==> config.mk <==
export PLATFORM = sky130hd
export DESIGN_NAME = timer0_async_register_interface
export DESIGN_NICKNAME = d
export VERILOG_FILES = /design/src/rtl/timer0_async_pkg.sv /design/src/rtl/timer0_async_register_interface.sv
export SDC_FILE = /design/constraint.sdc
export NUM_CORES = 1
export LEC_CHECK = 0
export ABC_CLOCK_PERIOD_IN_PS = 4100
export BUFFER_PORTS_ARGS = -buffer_cell sky130_fd_sc_hd__buf_2
export CORE_UTILIZATION = 45
export CTS_CLUSTER_SIZE = 8
export DETAILED_ROUTE_END_ITERATION = 8
export SLEW_MARGIN = 0
export SYNTH_ARGS = -nofsm -noshare
export SYNTH_HDL_FRONTEND = slang
export SYNTH_SLANG_ARGS = --single-unit
==> constraint.sdc <==
create_clock -name clk_in -period 4.1 [get_ports clk_in]
set_input_delay 1.23 -clock clk_in [delete_from_list [all_inputs] [get_ports clk_in]]
set_output_delay 1.23 -clock clk_in [all_outputs]
set_load 0.05 [all_outputs]
==> src/rtl/timer0_async_pkg.sv <==
package timer0_async_pkg;

   // I/O space offsets; data space adds the data offset
   localparam logic [6:0] DATA_SPACE_OFFSET = 7'h20;
   localparam logic [5:0] SPECIAL_FUNCTION_TIMER_CTRL_ADDR = 6'h20;
   localparam logic [5:0] ASYNC_STATUS_ADDR = 6'h30;
   localparam logic [5:0] COMPARE_VALUE_ADDR = 6'h31;
   localparam logic [5:0] COUNT_VALUE_ADDR = 6'h32;
   localparam logic [5:0] TIMER_CONTROL_ADDR = 6'h33;
   localparam logic [5:0] TIMER_INTERRUPT_FLAGS_ADDR = 6'h36;
   localparam logic [5:0] TIMER_INTERRUPT_MASK_ADDR = 6'h37;

   // Field positions
   localparam int ASYNC_CLOCK_SELECT_BIT = 3;
   localparam int COUNT_UPDATE_BUSY_BIT = 2;
   localparam int COMPARE_UPDATE_BUSY_BIT = 1;
   localparam int CONTROL_UPDATE_BUSY_BIT = 0;
   localparam int COMPARE_BIT = 1;
   localparam int OVERFLOW_BIT = 0;
   localparam int SYNC_HOLD_MODE_BIT = 7;
   localparam int PRESCALER_RESET_A_BIT = 1;
   localparam int PRESCALER_RESET_SHARED_BIT = 0;
   localparam int CTRL_WGM0_BIT = 6;
   localparam int CTRL_WGM1_BIT = 3;

   // Reset value and count limits
   localparam logic [7:0] REG_RESET = 8'h00;
   localparam logic [7:0] COUNT_MAX = 8'hff;
   localparam logic [7:0] COUNT_BOTTOM = 8'h00;

   // Transfer channels into the oscillator domain
   localparam int NUM_CHAN = 3;
   localparam int CHAN_COUNT = 0;
   localparam int CHAN_COMPARE = 1;
   localparam int CHAN_CONTROL = 2;

endpackage : timer0_async_pkg

==> src/rtl/timer0_async_register_interface.sv <==
`timescale 1ns/1ps
`default_nettype none

// Contract
// - Compare value compared with counter continuously
// - Async select picks I/O or oscillator clock
// - Select change may corrupt timer registers
// - Counter write sets busy until loaded
// - Compare write sets busy until transferred
// - Control write sets busy until loaded
// - Counter reads live; compare and control read temporaries
// - Compare irq needs enable, global, flag
// - Overflow irq needs enable, global, flag
// - Compare flag set on match, cleared
// - Overflow flag set on overflow, cleared
// - PWM overflow flag set at bottom
// - Sync hold mode keeps prescaler resets
// - Clearing sync mode clears prescaler resets
// - Prescaler reset bit self clears
// - Prescaler reset reads zero when synchronous
// - Async prescaler reset held until done
// - I/O address plus data space offset
// - Counter write blocks next compare match
module timer0_async_register_interface
   import timer0_async_pkg::*;
(
   // Clock and reset
   input wire logic clk_in,
   input wire logic rst_b_in,
   // Register port
   input wire logic [6:0] addr_in,
   input wire logic data_space_in,
   input wire logic wr_en_in,
   input wire logic rd_en_in,
   input wire logic [7:0] wr_data_in,
   output logic [7:0] rd_data_out,
   // Interrupt side
   input wire logic global_irq_enable_in,
   input wire logic compare_vector_ack_in,
   input wire logic overflow_vector_ack_in,
   output logic compare_irq_out,
   output logic overflow_irq_out,
   // Oscillator tick, sampled in clk_in domain
   input wire logic osc_input_pin_in,
   // Timer outputs
   output logic wave_out_pin_out,
   output logic prescaler_reset_a_out,
   output logic prescaler_reset_shared_out
);

   logic [5:0] io_addr;
   logic hit;
   logic [7:0] count_reg, count_next;
   logic [7:0] compare_tmp_reg, compare_tmp_next;
   logic [7:0] compare_reg, compare_next;
   logic [7:0] control_tmp_reg, control_tmp_next;
   logic [7:0] control_reg, control_next;
   logic [7:0] count_tmp_reg, count_tmp_next;
   logic async_reg, async_next;
   logic [1:0] irq_mask_reg, irq_mask_next;
   logic compare_flag_reg, compare_flag_next;
   logic overflow_flag_reg, overflow_flag_next;
   logic sync_hold_mode_reg, sync_hold_mode_next;
   logic psr_a_reg, psr_a_next;
   logic psr_shared_reg, psr_shared_next;
   logic down_reg, down_next;
   logic block_match_reg, block_match_next;
   logic wave_reg, wave_next;
   logic osc_d1_reg, osc_d2_reg, osc_d3_reg;
   logic tick;
   logic psr_done_reg, psr_done_next;
   logic [NUM_CHAN-1:0] busy_reg, busy_next;
   logic [NUM_CHAN-1:0] req_reg, req_next;
   logic [NUM_CHAN-1:0] req_s1_reg, req_s2_reg;
   logic [NUM_CHAN-1:0] ack_s1_reg, ack_s2_reg;
   logic [NUM_CHAN-1:0] apply;
   logic wr_count, wr_compare, wr_control;
   logic pwm_mode, match;
   logic compare_set, overflow_set;

   // Both address spaces map to one register set
   assign io_addr = data_space_in ? 6'(addr_in - DATA_SPACE_OFFSET) : addr_in[5:0];
   assign hit = data_space_in ? (addr_in >= DATA_SPACE_OFFSET) : !addr_in[6];
   assign wr_count = wr_en_in && hit && io_addr == COUNT_VALUE_ADDR;
   assign wr_compare = wr_en_in && hit && io_addr == COMPARE_VALUE_ADDR;
   assign wr_control = wr_en_in && hit && io_addr == TIMER_CONTROL_ADDR;

   // Oscillator edge detected after two-stage synchroniser
   assign tick = async_reg ? (osc_d2_reg && !osc_d3_reg) : 1'b1;
   assign pwm_mode = control_reg[CTRL_WGM0_BIT];
   assign match = (count_reg == compare_reg) && !block_match_reg;
   assign compare_set = tick && !psr_a_reg && match;
   assign overflow_set = tick && !psr_a_reg && (pwm_mode ? (down_reg && count_reg == COUNT_BOTTOM)
      : (count_reg == COUNT_MAX));

   // Per-channel request/ack toggle handshake toward the oscillator side
   genvar gi;
   generate
      for (gi = 0; gi < NUM_CHAN; gi++)
      begin : g_chan
         // Request toggles cross in two stages; tick gates the load
         assign apply[gi] = (req_s2_reg[gi] != ack_s2_reg[gi]) && tick;
      end
   endgenerate

   always_comb
   begin
      count_next = count_reg;
      count_tmp_next = count_tmp_reg;
      compare_tmp_next = compare_tmp_reg;
      compare_next = compare_reg;
      control_tmp_next = control_tmp_reg;
      control_next = control_reg;
      async_next = async_reg;
      irq_mask_next = irq_mask_reg;
      compare_flag_next = compare_flag_reg;
      overflow_flag_next = overflow_flag_reg;
      sync_hold_mode_next = sync_hold_mode_reg;
      psr_a_next = psr_a_reg;
      psr_shared_next = psr_shared_reg;
      down_next = down_reg;
      block_match_next = block_match_reg;
      wave_next = wave_reg;
      busy_next = busy_reg;
      req_next = req_reg;
      psr_done_next = 1'b0;
      // Counter advances on each timer tick while prescaler reset A is clear; no prescaling modelled
      if (tick && !psr_a_reg)
      begin
         block_match_next = 1'b0;
         if (match)
         begin
            compare_flag_next = 1'b1;
            wave_next = !wave_reg;
         end
         if (pwm_mode)
         begin
            if (!down_reg && count_reg == COUNT_MAX)
            begin
               down_next = 1'b1;
               count_next = count_reg - 8'h01;
            end
            else if (down_reg && count_reg == COUNT_BOTTOM)
            begin
               down_next = 1'b0;
               overflow_flag_next = 1'b1;
               count_next = count_reg + 8'h01;
            end
            else
               count_next = down_reg ? count_reg - 8'h01 : count_reg + 8'h01;
         end
         else
         begin
            if (count_reg == COUNT_MAX)
               overflow_flag_next = 1'b1;
            count_next = count_reg + 8'h01;
         end
      end
      // Prescaler reset completes on an oscillator tick when async
      if (psr_a_reg && tick)
         psr_done_next = 1'b1;
      if (psr_done_reg && !sync_hold_mode_reg)
         psr_a_next = 1'b0;
      // Oscillator-side loads from temporaries, acked via handshake
      if (apply[CHAN_COUNT])
      begin
         count_next = count_tmp_reg;
         block_match_next = 1'b1;
      end
      if (apply[CHAN_COMPARE])
         compare_next = compare_tmp_reg;
      if (apply[CHAN_CONTROL])
         control_next = control_tmp_reg;
      for (int i = 0; i < NUM_CHAN; i++)
         if (busy_reg[i] && req_reg[i] == ack_s2_reg[i] && !apply[i])
            busy_next[i] = 1'b0;
      // Vector acknowledges clear flags; a same-cycle set wins
      if (compare_vector_ack_in && !compare_set)
         compare_flag_next = 1'b0;
      if (overflow_vector_ack_in && !overflow_set)
         overflow_flag_next = 1'b0;
      if (wr_en_in && hit)
      begin
         unique case (io_addr)
            COUNT_VALUE_ADDR:
               if (async_reg)
               begin
                  // Writing while busy may corrupt; software must wait
                  count_tmp_next = wr_data_in;
                  busy_next[CHAN_COUNT] = 1'b1;
                  req_next[CHAN_COUNT] = !req_reg[CHAN_COUNT];
               end
               else
               begin
                  count_next = wr_data_in; // CPU write has priority
                  block_match_next = 1'b1;
               end
            COMPARE_VALUE_ADDR:
            begin
               compare_tmp_next = wr_data_in;
               if (async_reg)
               begin
                  busy_next[CHAN_COMPARE] = 1'b1;
                  req_next[CHAN_COMPARE] = !req_reg[CHAN_COMPARE];
               end
               else
                  compare_next = wr_data_in;
            end
            TIMER_CONTROL_ADDR:
            begin
               control_tmp_next = wr_data_in;
               if (async_reg)
               begin
                  busy_next[CHAN_CONTROL] = 1'b1;
                  req_next[CHAN_CONTROL] = !req_reg[CHAN_CONTROL];
               end
               else
                  control_next = wr_data_in;
            end
            ASYNC_STATUS_ADDR:
               // Switching source leaves timer values unreliable
               async_next = wr_data_in[ASYNC_CLOCK_SELECT_BIT];
            TIMER_INTERRUPT_MASK_ADDR:
               irq_mask_next = wr_data_in[1:0];
            TIMER_INTERRUPT_FLAGS_ADDR:
            begin
               if (wr_data_in[COMPARE_BIT] && !compare_set)
                  compare_flag_next = 1'b0;
               if (wr_data_in[OVERFLOW_BIT] && !overflow_set)
                  overflow_flag_next = 1'b0;
            end
            SPECIAL_FUNCTION_TIMER_CTRL_ADDR:
            begin
               sync_hold_mode_next = wr_data_in[SYNC_HOLD_MODE_BIT];
               if (!wr_data_in[SYNC_HOLD_MODE_BIT])
               begin
                  // Release first, so a reset written with the mode bit clear still acts
                  psr_a_next = 1'b0;
                  psr_shared_next = 1'b0;
               end
               if (wr_data_in[PRESCALER_RESET_A_BIT])
                  psr_a_next = 1'b1;
               if (wr_data_in[PRESCALER_RESET_SHARED_BIT])
                  psr_shared_next = 1'b1;
            end
            default:
            begin
            end
         endcase
      end
      // Shared reset self-clears unless held by sync mode
      if (psr_shared_reg && !sync_hold_mode_reg && !(wr_en_in && hit
          && io_addr == SPECIAL_FUNCTION_TIMER_CTRL_ADDR))
         psr_shared_next = 1'b0;
   end

   always_ff @(posedge clk_in or negedge rst_b_in)
   begin
      if (!rst_b_in)
      begin
         count_reg <= REG_RESET;
         count_tmp_reg <= REG_RESET;
         compare_tmp_reg <= REG_RESET;
         compare_reg <= REG_RESET;
         control_tmp_reg <= REG_RESET;
         control_reg <= REG_RESET;
         async_reg <= 1'b0;
         irq_mask_reg <= 2'h0;
         compare_flag_reg <= 1'b0;
         overflow_flag_reg <= 1'b0;
         sync_hold_mode_reg <= 1'b0;
         psr_a_reg <= 1'b0;
         psr_shared_reg <= 1'b0;
         down_reg <= 1'b0;
         block_match_reg <= 1'b1; // Count has not moved yet, so no match on the first tick
         wave_reg <= 1'b0;
         psr_done_reg <= 1'b0;
         busy_reg <= '0;
         req_reg <= '0;
         req_s1_reg <= '0;
         req_s2_reg <= '0;
         ack_s1_reg <= '0;
         ack_s2_reg <= '0;
         osc_d1_reg <= 1'b0;
         osc_d2_reg <= 1'b0;
         osc_d3_reg <= 1'b0;
      end
      else
      begin
         count_reg <= count_next;
         count_tmp_reg <= count_tmp_next;
         compare_tmp_reg <= compare_tmp_next;
         compare_reg <= compare_next;
         control_tmp_reg <= control_tmp_next;
         control_reg <= control_next;
         async_reg <= async_next;
         irq_mask_reg <= irq_mask_next;
         compare_flag_reg <= compare_flag_next;
         overflow_flag_reg <= overflow_flag_next;
         sync_hold_mode_reg <= sync_hold_mode_next;
         psr_a_reg <= psr_a_next;
         psr_shared_reg <= psr_shared_next;
         down_reg <= down_next;
         block_match_reg <= block_match_next;
         wave_reg <= wave_next;
         psr_done_reg <= psr_done_next;
         busy_reg <= busy_next;
         req_reg <= req_next;
         req_s1_reg <= req_reg;
         req_s2_reg <= req_s1_reg;
         ack_s1_reg <= req_s2_reg & apply | ack_s2_reg & ~apply;
         ack_s2_reg <= ack_s1_reg;
         osc_d1_reg <= osc_input_pin_in;
         osc_d2_reg <= osc_d1_reg;
         osc_d3_reg <= osc_d2_reg;
      end
   end

   // Read mux: counter live, compare and control from temporaries
   always_comb
   begin
      rd_data_out = 8'h00;
      if (rd_en_in && hit)
      begin
         unique case (io_addr)
            COUNT_VALUE_ADDR: rd_data_out = count_reg;
            COMPARE_VALUE_ADDR: rd_data_out = compare_tmp_reg;
            TIMER_CONTROL_ADDR: rd_data_out = control_tmp_reg;
            ASYNC_STATUS_ADDR: rd_data_out = {4'h0, async_reg, busy_reg[CHAN_COUNT],
               busy_reg[CHAN_COMPARE], busy_reg[CHAN_CONTROL]};
            TIMER_INTERRUPT_MASK_ADDR: rd_data_out = {6'h00, irq_mask_reg};
            TIMER_INTERRUPT_FLAGS_ADDR: rd_data_out = {6'h00, compare_flag_reg,
               overflow_flag_reg};
            // Reset bit reads zero when on the CPU clock
            SPECIAL_FUNCTION_TIMER_CTRL_ADDR: rd_data_out = {sync_hold_mode_reg, 5'h00,
               psr_a_reg && async_reg, psr_shared_reg};
            default: rd_data_out = 8'h00;
         endcase
      end
   end

   assign compare_irq_out = irq_mask_reg[COMPARE_BIT] && global_irq_enable_in
      && compare_flag_reg;
   assign overflow_irq_out = irq_mask_reg[OVERFLOW_BIT] && global_irq_enable_in
      && overflow_flag_reg;
   assign wave_out_pin_out = wave_reg;
   assign prescaler_reset_a_out = psr_a_reg;
   assign prescaler_reset_shared_out = psr_shared_reg;

endmodule : timer0_async_register_interface

`default_nettype wire

==> flow_metrics.tcl, run 1 <==
set metrics [dict create \
    design_area_um2 4425 \
    grt_overflow_total 0 \
    outcome "completed" \
    maxSlewViolCount 0 \
    power.density_nw_per_um2 546.2 \
    worstSkewPairLatency_ns 0.35 \
    clk_path_buf_depth 2 \
    n_antenna_cell 0 \
    cts_sinks 74 \
    die_h_um 95.84 \
    port_buffers 36 \
    end_kind "output pin" \
    ys.flop_type "dfrtp_1" \
    holdCritPathClass "flop to flop" \
    avgSynthCellArea_um2 10.83 \
    totalWireLength_mm 9.803 \
    cp.arrival_ns 2.82 \
    synth_edf_count 0 \
    p_sw_mw 0.8821 \
    die_w_um 95.84 \
    worstSetupStartpoint "addr_in[3]" \
    ff2ff_setup_slack_ns 1.43 \
    netlist_area_um2 3963 \
    clk_pin_slew_worst_paths_ns 0.09 \
    maxCapViolCount 0 \
    synth-simple-area-share 0.1689 \
    syn-instance-count 366 \
    p_comb_frac 0.293 \
    nets 429 \
    post-route-min-period_ns 4.047 \
    vdd_ir_drop_max_v 0.0002022 \
    async_flop_share 1.000 \
    synth_adder_area_share 0.009473 \
    crit_type "input pin to output pin" \
    grt_usage 0.2360 \
    vias 3028 \
    setup_violations 0 \
    switching_share 0.3649 \
    io_pins 37 \
    rows 33 \
    drive_above_1_share 0.2678 \
    leakage_nw 1.979 \
    worstSetupEndpoint "rd_data_out[5]" \
    instances_no_fill 512 \
    cts_tree "built" \
    p_int_mw 1.535 \
    postPlaceCellArea_um2 4202 \
    rr_endpoint "count_reg[5]$_DFF_PN0_" \
    area_growth_syn_to_layout_pct 11.68 \
    postCtsSetupRepairBufs 0 \
    worstMarginPinSlew_ns 0.9339 \
    clockPowerShare 0.250 \
    grt_first_pass_wirelength_mm 15.98 \
    reg2reg_depth 6 \
    drc 0 \
    cp_max_fo 8 \
    antenna_found_initial 0 \
    grt_max_degree 75 \
    fin_skew_ns 0.008565 \
    root_buffer "clkbuf_8" \
    hold_viol_final 0 \
    fin_crit_sh 0.9870 \
    relSlewSlack 0.3774 \
    dieArea_um2 9185 \
    yosysWarnings 0 \
    synth_cell_types 58 \
    fillers 788 \
    max_freq_mhz 247.1 \
    synth_top_family_by_area "simple AND/OR/NAND/NOR gates" \
    htreeDepth 3 \
    first_pass_iters 4 \
    r2r-start "osc_d3_reg$_DFF_PN0_" \
    place.detailed.hpwl_mm 6.827 \
    wire_per_inst_um 19.15 \
    via_per_inst 5.914 \
    ant_nets 0 \
    synth_nets 393 \
    dr.first_iter.drc_count 134 \
    synth-compound-area-share 0.1367 \
    yosysSeqAreaShare 0.4676 \
    routabilityCongestion 0.9671 \
    coreArea_um2 8382 \
    start_util 0.4728 \
    critPathLaunchType "input pin" \
    p_seq_frac 0.456 \
    muxShareOfSynthArea 0.1244 \
    grt_pass1_vias 2984 \
    synth_xor_area_frac 0.04642 \
    cp.required_ns 2.87 \
    cts_made_buffers 9 \
    ys_ff_latch 74 \
    dpl.cell_count 496 \
]
## power by group through the flow
stage | Clock, mW | Sequential [mW] | Combinational [mW]
global route | 0.649 | 1.14 | 0.781
floorplan | 0 | 1.05 | 0.611
global placement | 0 | 1.12 | 0.694
finish | 0.605 | 1.10 | 0.709
CTS | 0.620 | 1.10 | 0.710
detailed placement | 0 | 1.12 | 0.703
## cells in the mapped netlist (4+ instances only)
| master | number | area [um2] |
|---|---|---|
| mux2i_1 | 11 | 110.1 |
| mux2_2 | 30 | 337.8 |
| and3_1 | 8 | 50.05 |
| dfrtp_1 | 73 | 1827 |
| nor3b_1 | 5 | 37.54 |
| nand2_1 | 32 | 120.1 |
| clkbuf_1 | 7 | 26.28 |
| o22a_1 | 4 | 35.03 |
| nor2_1 | 14 | 52.55 |
| xor2_1 | 7 | 61.31 |
| a22o_1 | 4 | 35.03 |
| and2_1 | 5 | 31.28 |
| clkbuf_8 | 4 | 55.05 |
| nand2b_1 | 5 | 31.28 |
| or4_1 | 5 | 37.54 |
| nor3_1 | 7 | 35.03 |
| buf_6 | 4 | 45.04 |
| a22oi_1 | 5 | 37.54 |
| o21ai_0 | 22 | 110.1 |
| a21oi_1 | 17 | 85.08 |
| buf_2 | 7 | 35.03 |
| xnor2_1 | 14 | 122.6 |
| nand4_1 | 13 | 81.33 |
| inv_1 | 6 | 22.52 |
## critical path: stages
cell	delay, ns
buf_2	0.11
nor3_1	0.29
buf_4	0.17
nand2_1	0.09
a21oi_1	0.18
o211ai_1	0.10
buf_4	0.18
nor2_1	0.18
clkbuf_4	0.27
## stage by stage
| stage | power [mW] | worst slack (ns) | util | hold WS (ns) | setup TNS [ns] |
|---|---|---|---|---|---|
| 2_1_floorplan | 1.658 | 0.01104 | - | 0.3312 | 0 |
| 3_3_place_gp | 1.811 | 0.008531 | 0.5013 | 0.3321 | 0 |
| 3_5_place_dp | 1.820 | -0.02342 | 0.5013 | 0.3347 | -0.03409 |
| 4_1_cts | 2.433 | 0.06443 | 0.5272 | 0.3466 | 0 |
| 5_1_grt | 2.566 | -0.01378 | 0.5280 | 0.3514 | -0.02678 |
| 6_report | 2.417 | 0.05323 | 0.5280 | 0.3449 | 0 |
## layer usage
layer  wire length (um)  up-vias  share of wire  global-route usage
met4                199        0          0.020             0.09204
met1               4703     1492           0.48              0.3372
met3                495       13          0.050             0.04265
met2               4405      103           0.45              0.3554
met5                  0        -              0                   0
li1                   -     1420              -                   -
## cells in the final DEF (no fill, tap or decap), types with 11 or more instances in the layout
| cell type | instances |
|---|---|
| nand2_1 | 32 |
| buf_2 | 33 |
| dfrtp_1 | 73 |
| xnor2_1 | 14 |
| mux2_2 | 30 |
| nand4_1 | 13 |
| a21oi_1 | 16 |
| buf_4 | 12 |
| mux2i_1 | 11 |
| o21ai_0 | 22 |
| nor2_1 | 14 |
## kinds of logic (layout without fill, tap and decap cells)
kind of cell	Yosys count	in the layout
AND/OR/NAND/NOR	118	118
AO/OA/AOI/OAI	79	79
multiplexers	43	43
XOR/XNOR	21	21
flip-flops	74	74
buffers and inverters	28	69
adder cells (fa/ha/maj)	3	3
## worst min-delay path by stage
stage | startpoint | to | slack (ns) | cells past startpoint
floorplan | ack_s1_reg[0]$_DFF_PN0_ | ack_s2_reg[0]$_DFF_PN0_ | 0.33 | 0
global placement | req_s1_reg[0]$_DFF_PN0_ | req_s2_reg[0]$_DFF_PN0_ | 0.33 | 0
detailed placement | osc_d1_reg$_DFF_PN0_ | osc_d2_reg$_DFF_PN0_ | 0.33 | 0
CTS | osc_d1_reg$_DFF_PN0_ | osc_d2_reg$_DFF_PN0_ | 0.35 | 0
global route | ack_s1_reg[1]$_DFF_PN0_ | ack_s2_reg[1]$_DFF_PN0_ | 0.35 | 0
finish | ack_s1_reg[1]$_DFF_PN0_ | ack_s2_reg[1]$_DFF_PN0_ | 0.34 | 0
## what timing repair did
action / CTS / global route
gates resized for setup: 1 / 3
endpoints found under the setup margin: 4 / 4
gates cloned: 0 / 0
pin swaps: 0 / 0
hold buffers: 0 / 0
hold endpoints to repair: 0 / 0
## area by class of cell
type                    instances  area (um2)  area share
multi-input cells             264        1938      0.4379
flip-flops and latches         74        1853      0.4187
repair buffers                 47       270.3     0.06107
clock buffers                  10       137.6     0.03110
well taps                     105       131.4     0.02969
clock inverters                 6       72.57     0.01640
inverters                       6       22.52    0.005089
(Power assumes the default switching activity.)
==> inputs of run 2 (changes only) <==
- CORE_ASPECT_RATIO: default -> 2
==> flow_metrics.tcl, run 2 (synthesis results as in run 1) <==
set metrics [dict create \
    outcome "completed" \
    finalSetupTns_ns 0 \
    use_met1 0.2879 \
    io_pins 37 \
    grt_first_pass_wirelength_mm 16.40 \
    seq_area_um2 1853 \
    cts_sinks 74 \
    crit_type "input pin to output pin" \
    path_cells "buf_2 -> xor2_1 -> buf_4 -> and4_2 -> buf_4 -> a22oi_1 -> o21a_1 -> nor2_1 -> buf_2" \
    root_buffer "clkbuf_16" \
    mostFrequentLayoutCells "dfrtp_1 (73), nand2_1 (32), buf_2 (31), mux2_2 (30), o21ai_0 (22)" \
    die_h_um 134.7 \
    htreeDepth 3 \
    grt_usage 0.2506 \
    hold_viol_final 0 \
    power.density_nw_per_um2 572.8 \
    whs_ns 0.3483 \
    dieArea_um2 9208 \
    holdCritPathClass "flop to flop" \
    busiest_layer "met2" \
    antenna_found_initial 0 \
    design_area_um2 4507 \
    worstSkewPairLatency_ns 0.33 \
    slowest_stage "and4_2" \
    post-route-min-period_ns 3.999 \
    coreArea_um2 8588 \
    relSlewSlack 0.2115 \
    ant_nets 0 \
    fillers 787 \
    wire_per_inst_um 20.41 \
    routabilityCongestion 0.8869 \
    finish.utilization 0.5248 \
    clk_path_buf_depth 2 \
    fin_crit_sh 0.9755 \
    grt_pass1_vias 3114 \
    port_buffers 36 \
    grt_overflow_total 0 \
    grt_max_degree 75 \
    postPlaceCellArea_um2 4203 \
    grt_util_met2 0.4379 \
    rows 48 \
    max_freq_mhz 250.0 \
    area_growth_syn_to_layout_pct 13.74 \
    end_kind "output pin" \
    nets 430 \
    cp.required_ns 2.87 \
    worstMarginPinSlew_ns 1.183 \
    drive_above_1_share 0.2654 \
    via_per_inst 5.980 \
    start_util 0.4614 \
    dpl.cell_count 492 \
    maxSlewViolCount 0 \
    n_antenna_cell 0 \
    layout_commonest_cell "dfrtp_1" \
    clk_pin_slew_worst_paths_ns 0.05 \
    critPathLaunchType "input pin" \
    totalWireLength_mm 10.35 \
    cts_tree "built" \
    multi_input_area_um2 1937 \
    grt_setup_unrepaired "no" \
    first_pass_iters 4 \
    cpPeakStageDelay_ns 0.30 \
    fin_skew_ns 0.004970 \
    cts_made_buffers 9 \
    r2r-start "count_reg[0]$_DFF_PN0_" \
    maxCapViolCount 0 \
    grt_use_met3 0.03970 \
    place.detailed.hpwl_mm 7.528 \
    vdd_ir_drop_max_v 0.0003788 \
    worstSetupStartpoint "addr_in[5]" \
    die_w_um 68.36 \
    instances_no_fill 507 \
    setup_violations 0 \
    drc 0 \
    hp-start "req_s1_reg[2]$_DFF_PN0_" \
    cp.arrival_ns 2.77 \
    dr.first_iter.drc_count 185 \
    leakage_nw 2.022 \
    cp_max_fo 6 \
    vias 3032 \
    postCtsSetupRepairBufs 0 \
]
## run 2: layout make-up
cell class	count	share of cell area
well taps	100	0.02776
clock inverters	3	0.008884
inverters	6	0.004997
multi-input cells	264	0.4298
clock buffers	12	0.05469
flip-flops and latches	74	0.4112
repair buffers	48	0.06274
## run 2: power breakdown
| part | switching (mW) | total [mW] | leakage, nW | internal (mW) |
|---|---|---|---|---|
| clock network | 0.284 | 0.766 | 0.142 | 0.482 |
| logic | 0.356 | 0.680 | 0.904 | 0.324 |
| registers | 0.232 | 1.14 | 0.976 | 0.904 |
## run 2: worst paths after layout
path	endpoint	slack [ns]	cells past startpoint
min	req_s2_reg[2]$_DFF_PN0_	0.35	0
min in group asynchronous	ack_s1_reg[2]$_DFF_PN0_	1.05	1
max reg2reg	count_reg[7]$_DFF_PN0_	1.48	8
max	rd_data_out[3]	0.10	9
max in group asynchronous	count_reg[6]$_DFF_PN0_	2.46	1
min reg2reg	req_s2_reg[2]$_DFF_PN0_	0.35	0
## run 2: worst max-delay path: cells and delay by family
kind	cells	cell delay, ns
buffers and inverters	4	0.70
xor gates and xnor gates	1	0.16
AOI/OAI and AO/OA	2	0.28
and+or+nand+nor	2	0.39
## run 2: repair_timing
item / in CTS / in global routing
hold buffers: 0 / 0
setup endpoints to repair: 0 / 6
gates resized for setup: 0 / 9
## run 2: layer usage
metal | vias up | wire length (um)
met5 | - | 0
met4 | 0 | 282
met3 | 20 | 241
met2 | 48 | 5772
met1 | 1539 | 4051
li1 | 1425 | -
## run 2: per-stage QoR
step	worst slack (ns)	total power, mW
finish	0.1006	2.581
global route	0.01118	2.720
CTS	0.02825	2.591
detailed placement	0.03012	1.819
global placement	0.09264	1.803
floorplan	0.01104	1.658
==> inputs of run 3 (changes only) <==
- CELL_PAD_IN_SITES_DETAIL_PLACEMENT: default -> 1
- CELL_PAD_IN_SITES_GLOBAL_PLACEMENT: default -> 2
- CORE_UTILIZATION: 45 -> 39
- PLACE_DENSITY_LB_ADDON: default -> 0.1
==> flow_metrics.tcl, run 3 (synthesis results as in run 1) <==
set metrics [dict create \
    cts_sinks 74 \
    die_h_um 144.6 \
    p_seq_frac 0.430 \
    grt_pass1_vias 3428 \
    end_kind "output pin" \
    cp_max_fo 5 \
    maxSlewViolCount 0 \
    grt_usage 0.2436 \
    p_int_mw 1.761 \
    ant_nets 0 \
    p_comb_frac 0.260 \
    worstSkewPairLatency_ns 0.34 \
    vias 3103 \
    maxCapViolCount 0 \
    cts_tree "built" \
    nets 432 \
    design_area_um2 4578 \
    routabilityCongestion 0.8272 \
    power.density_nw_per_um2 587.4 \
    p_sw_mw 0.9286 \
    wire_per_inst_um 21.45 \
    htreeDepth 3 \
    leakage_nw 2.044 \
    crit_type "input pin to output pin" \
    fin_crit_sh 0.9798 \
    drive_above_1_share 0.2683 \
    critPathLaunchType "input pin" \
    coreArea_um2 9827 \
    postPlaceCellArea_um2 4258 \
    area_growth_syn_to_layout_pct 15.54 \
    via_per_inst 5.725 \
    grt_overflow_total 0 \
    worstMarginPinSlew_ns 1.167 \
    mostFrequentLayoutCells "dfrtp_1 (73), buf_2 (35), nand2_1 (32), mux2_2 (30), o21ai_0 (22)" \
    grt_first_pass_wirelength_mm 18.44 \
    root_buffer "clkbuf_16" \
    clk_path_buf_depth 2 \
    place.detailed.hpwl_mm 8.622 \
    dr.first_iter.drc_count 122 \
    setup_violations 0 \
    layout_commonest_cell "dfrtp_1" \
    fin_skew_ns 0.006898 \
    rows 51 \
    fillers 1119 \
    finish.utilization 0.4659 \
    dieArea_um2 10590 \
    vdd_ir_drop_max_v 0.0003043 \
    drc 0 \
    grt_max_degree 75 \
    n_antenna_cell 0 \
    port_buffers 36 \
    cp.arrival_ns 2.79 \
    outcome "completed" \
    cp.required_ns 2.87 \
    clk_pin_slew_worst_paths_ns 0.06 \
    clockPowerShare 0.310 \
    hold_viol_final 0 \
    antenna_found_initial 0 \
    first_pass_iters 4 \
    postCtsSetupRepairBufs 0 \
    totalWireLength_mm 11.62 \
    max_freq_mhz 248.9 \
    io_pins 37 \
    switching_share 0.3453 \
    holdCritPathClass "flop to flop" \
    cts_made_buffers 9 \
    relSlewSlack 0.2221 \
    start_util 0.4032 \
    post-route-min-period_ns 4.017 \
    die_w_um 73.28 \
]
## run 3: metal layers
metal | track usage | share of wire
met5 | 0 | 0
met4 | 0.1249 | 0.043
met3 | 0.03693 | 0.023
met2 | 0.4508 | 0.56
met1 | 0.2582 | 0.38
## run 3: metrics by stage
step	setup WS (ns)	std cells	setup TNS (ns)	power (mW)	hold slack, ns
6_report	0.08279	542	0	2.689	0.3545
4_1_cts	0.02654	542	0	2.710	0.3546
2_1_floorplan	0.01104	366	0	1.658	0.3312
3_5_place_dp	0.03579	526	0	1.858	0.3370
3_3_place_gp	0.04079	526	0	1.834	0.3363
5_1_grt	-0.01407	542	-0.01407	2.841	0.3640
## run 3: worst max-delay path, cell delays in order
cell and delay (ns):
buf_2 0.11, nor3_1 0.31, and3_2 0.32, and2_1 0.22, a32oi_1 0.08, o21a_1 0.11
nor2_1 0.12, buf_2 0.28
## run 3: worst paths after layout
path                       slack (ns)                           to                     from  cells past startpoint
min                              0.35      ack_s2_reg[1]$_DFF_PN0_  ack_s1_reg[1]$_DFF_PN0_                      0
max reg2reg                      1.26       count_reg[7]$_DFF_PN0_     osc_d3_reg$_DFF_PN0_                      6
min reg2reg                      0.35      ack_s2_reg[1]$_DFF_PN0_  ack_s1_reg[1]$_DFF_PN0_                      0
min in group asynchronous        1.03  irq_mask_reg[1]$_DFFE_PN0P_                 rst_b_in                      1
max                              0.08               rd_data_out[3]               addr_in[3]                      8
max in group asynchronous        2.44      ack_s2_reg[0]$_DFF_PN0_                 rst_b_in                      1
## run 3: power groups by stage
stage / Clock, mW / Combinational, mW / Sequential [mW]
3_3_place_gp: 0 / 0.681 / 1.15
5_1_grt: 0.887 / 0.773 / 1.18
4_1_cts: 0.856 / 0.705 / 1.15
6_report: 0.835 / 0.699 / 1.16
2_1_floorplan: 0 / 0.611 / 1.05
3_5_place_dp: 0 / 0.699 / 1.16
## run 3: what timing repair did
action                     in CTS  in global routing
setup endpoints to repair       0                  2
resized for setup               0                  1
hold buffers                    0                  0
## run 3: layout make-up
type                       count  area [um2]  share of cell area
clock buffer                  10       229.0             0.05001
clock inverter                 6       90.09             0.01968
inverter                       6       22.52            0.004919
multi-input combinational    264        1931              0.4217
sequential                    74        1853              0.4048
tap                          132       165.2             0.03608
timing repair buffer          50       287.8             0.06286
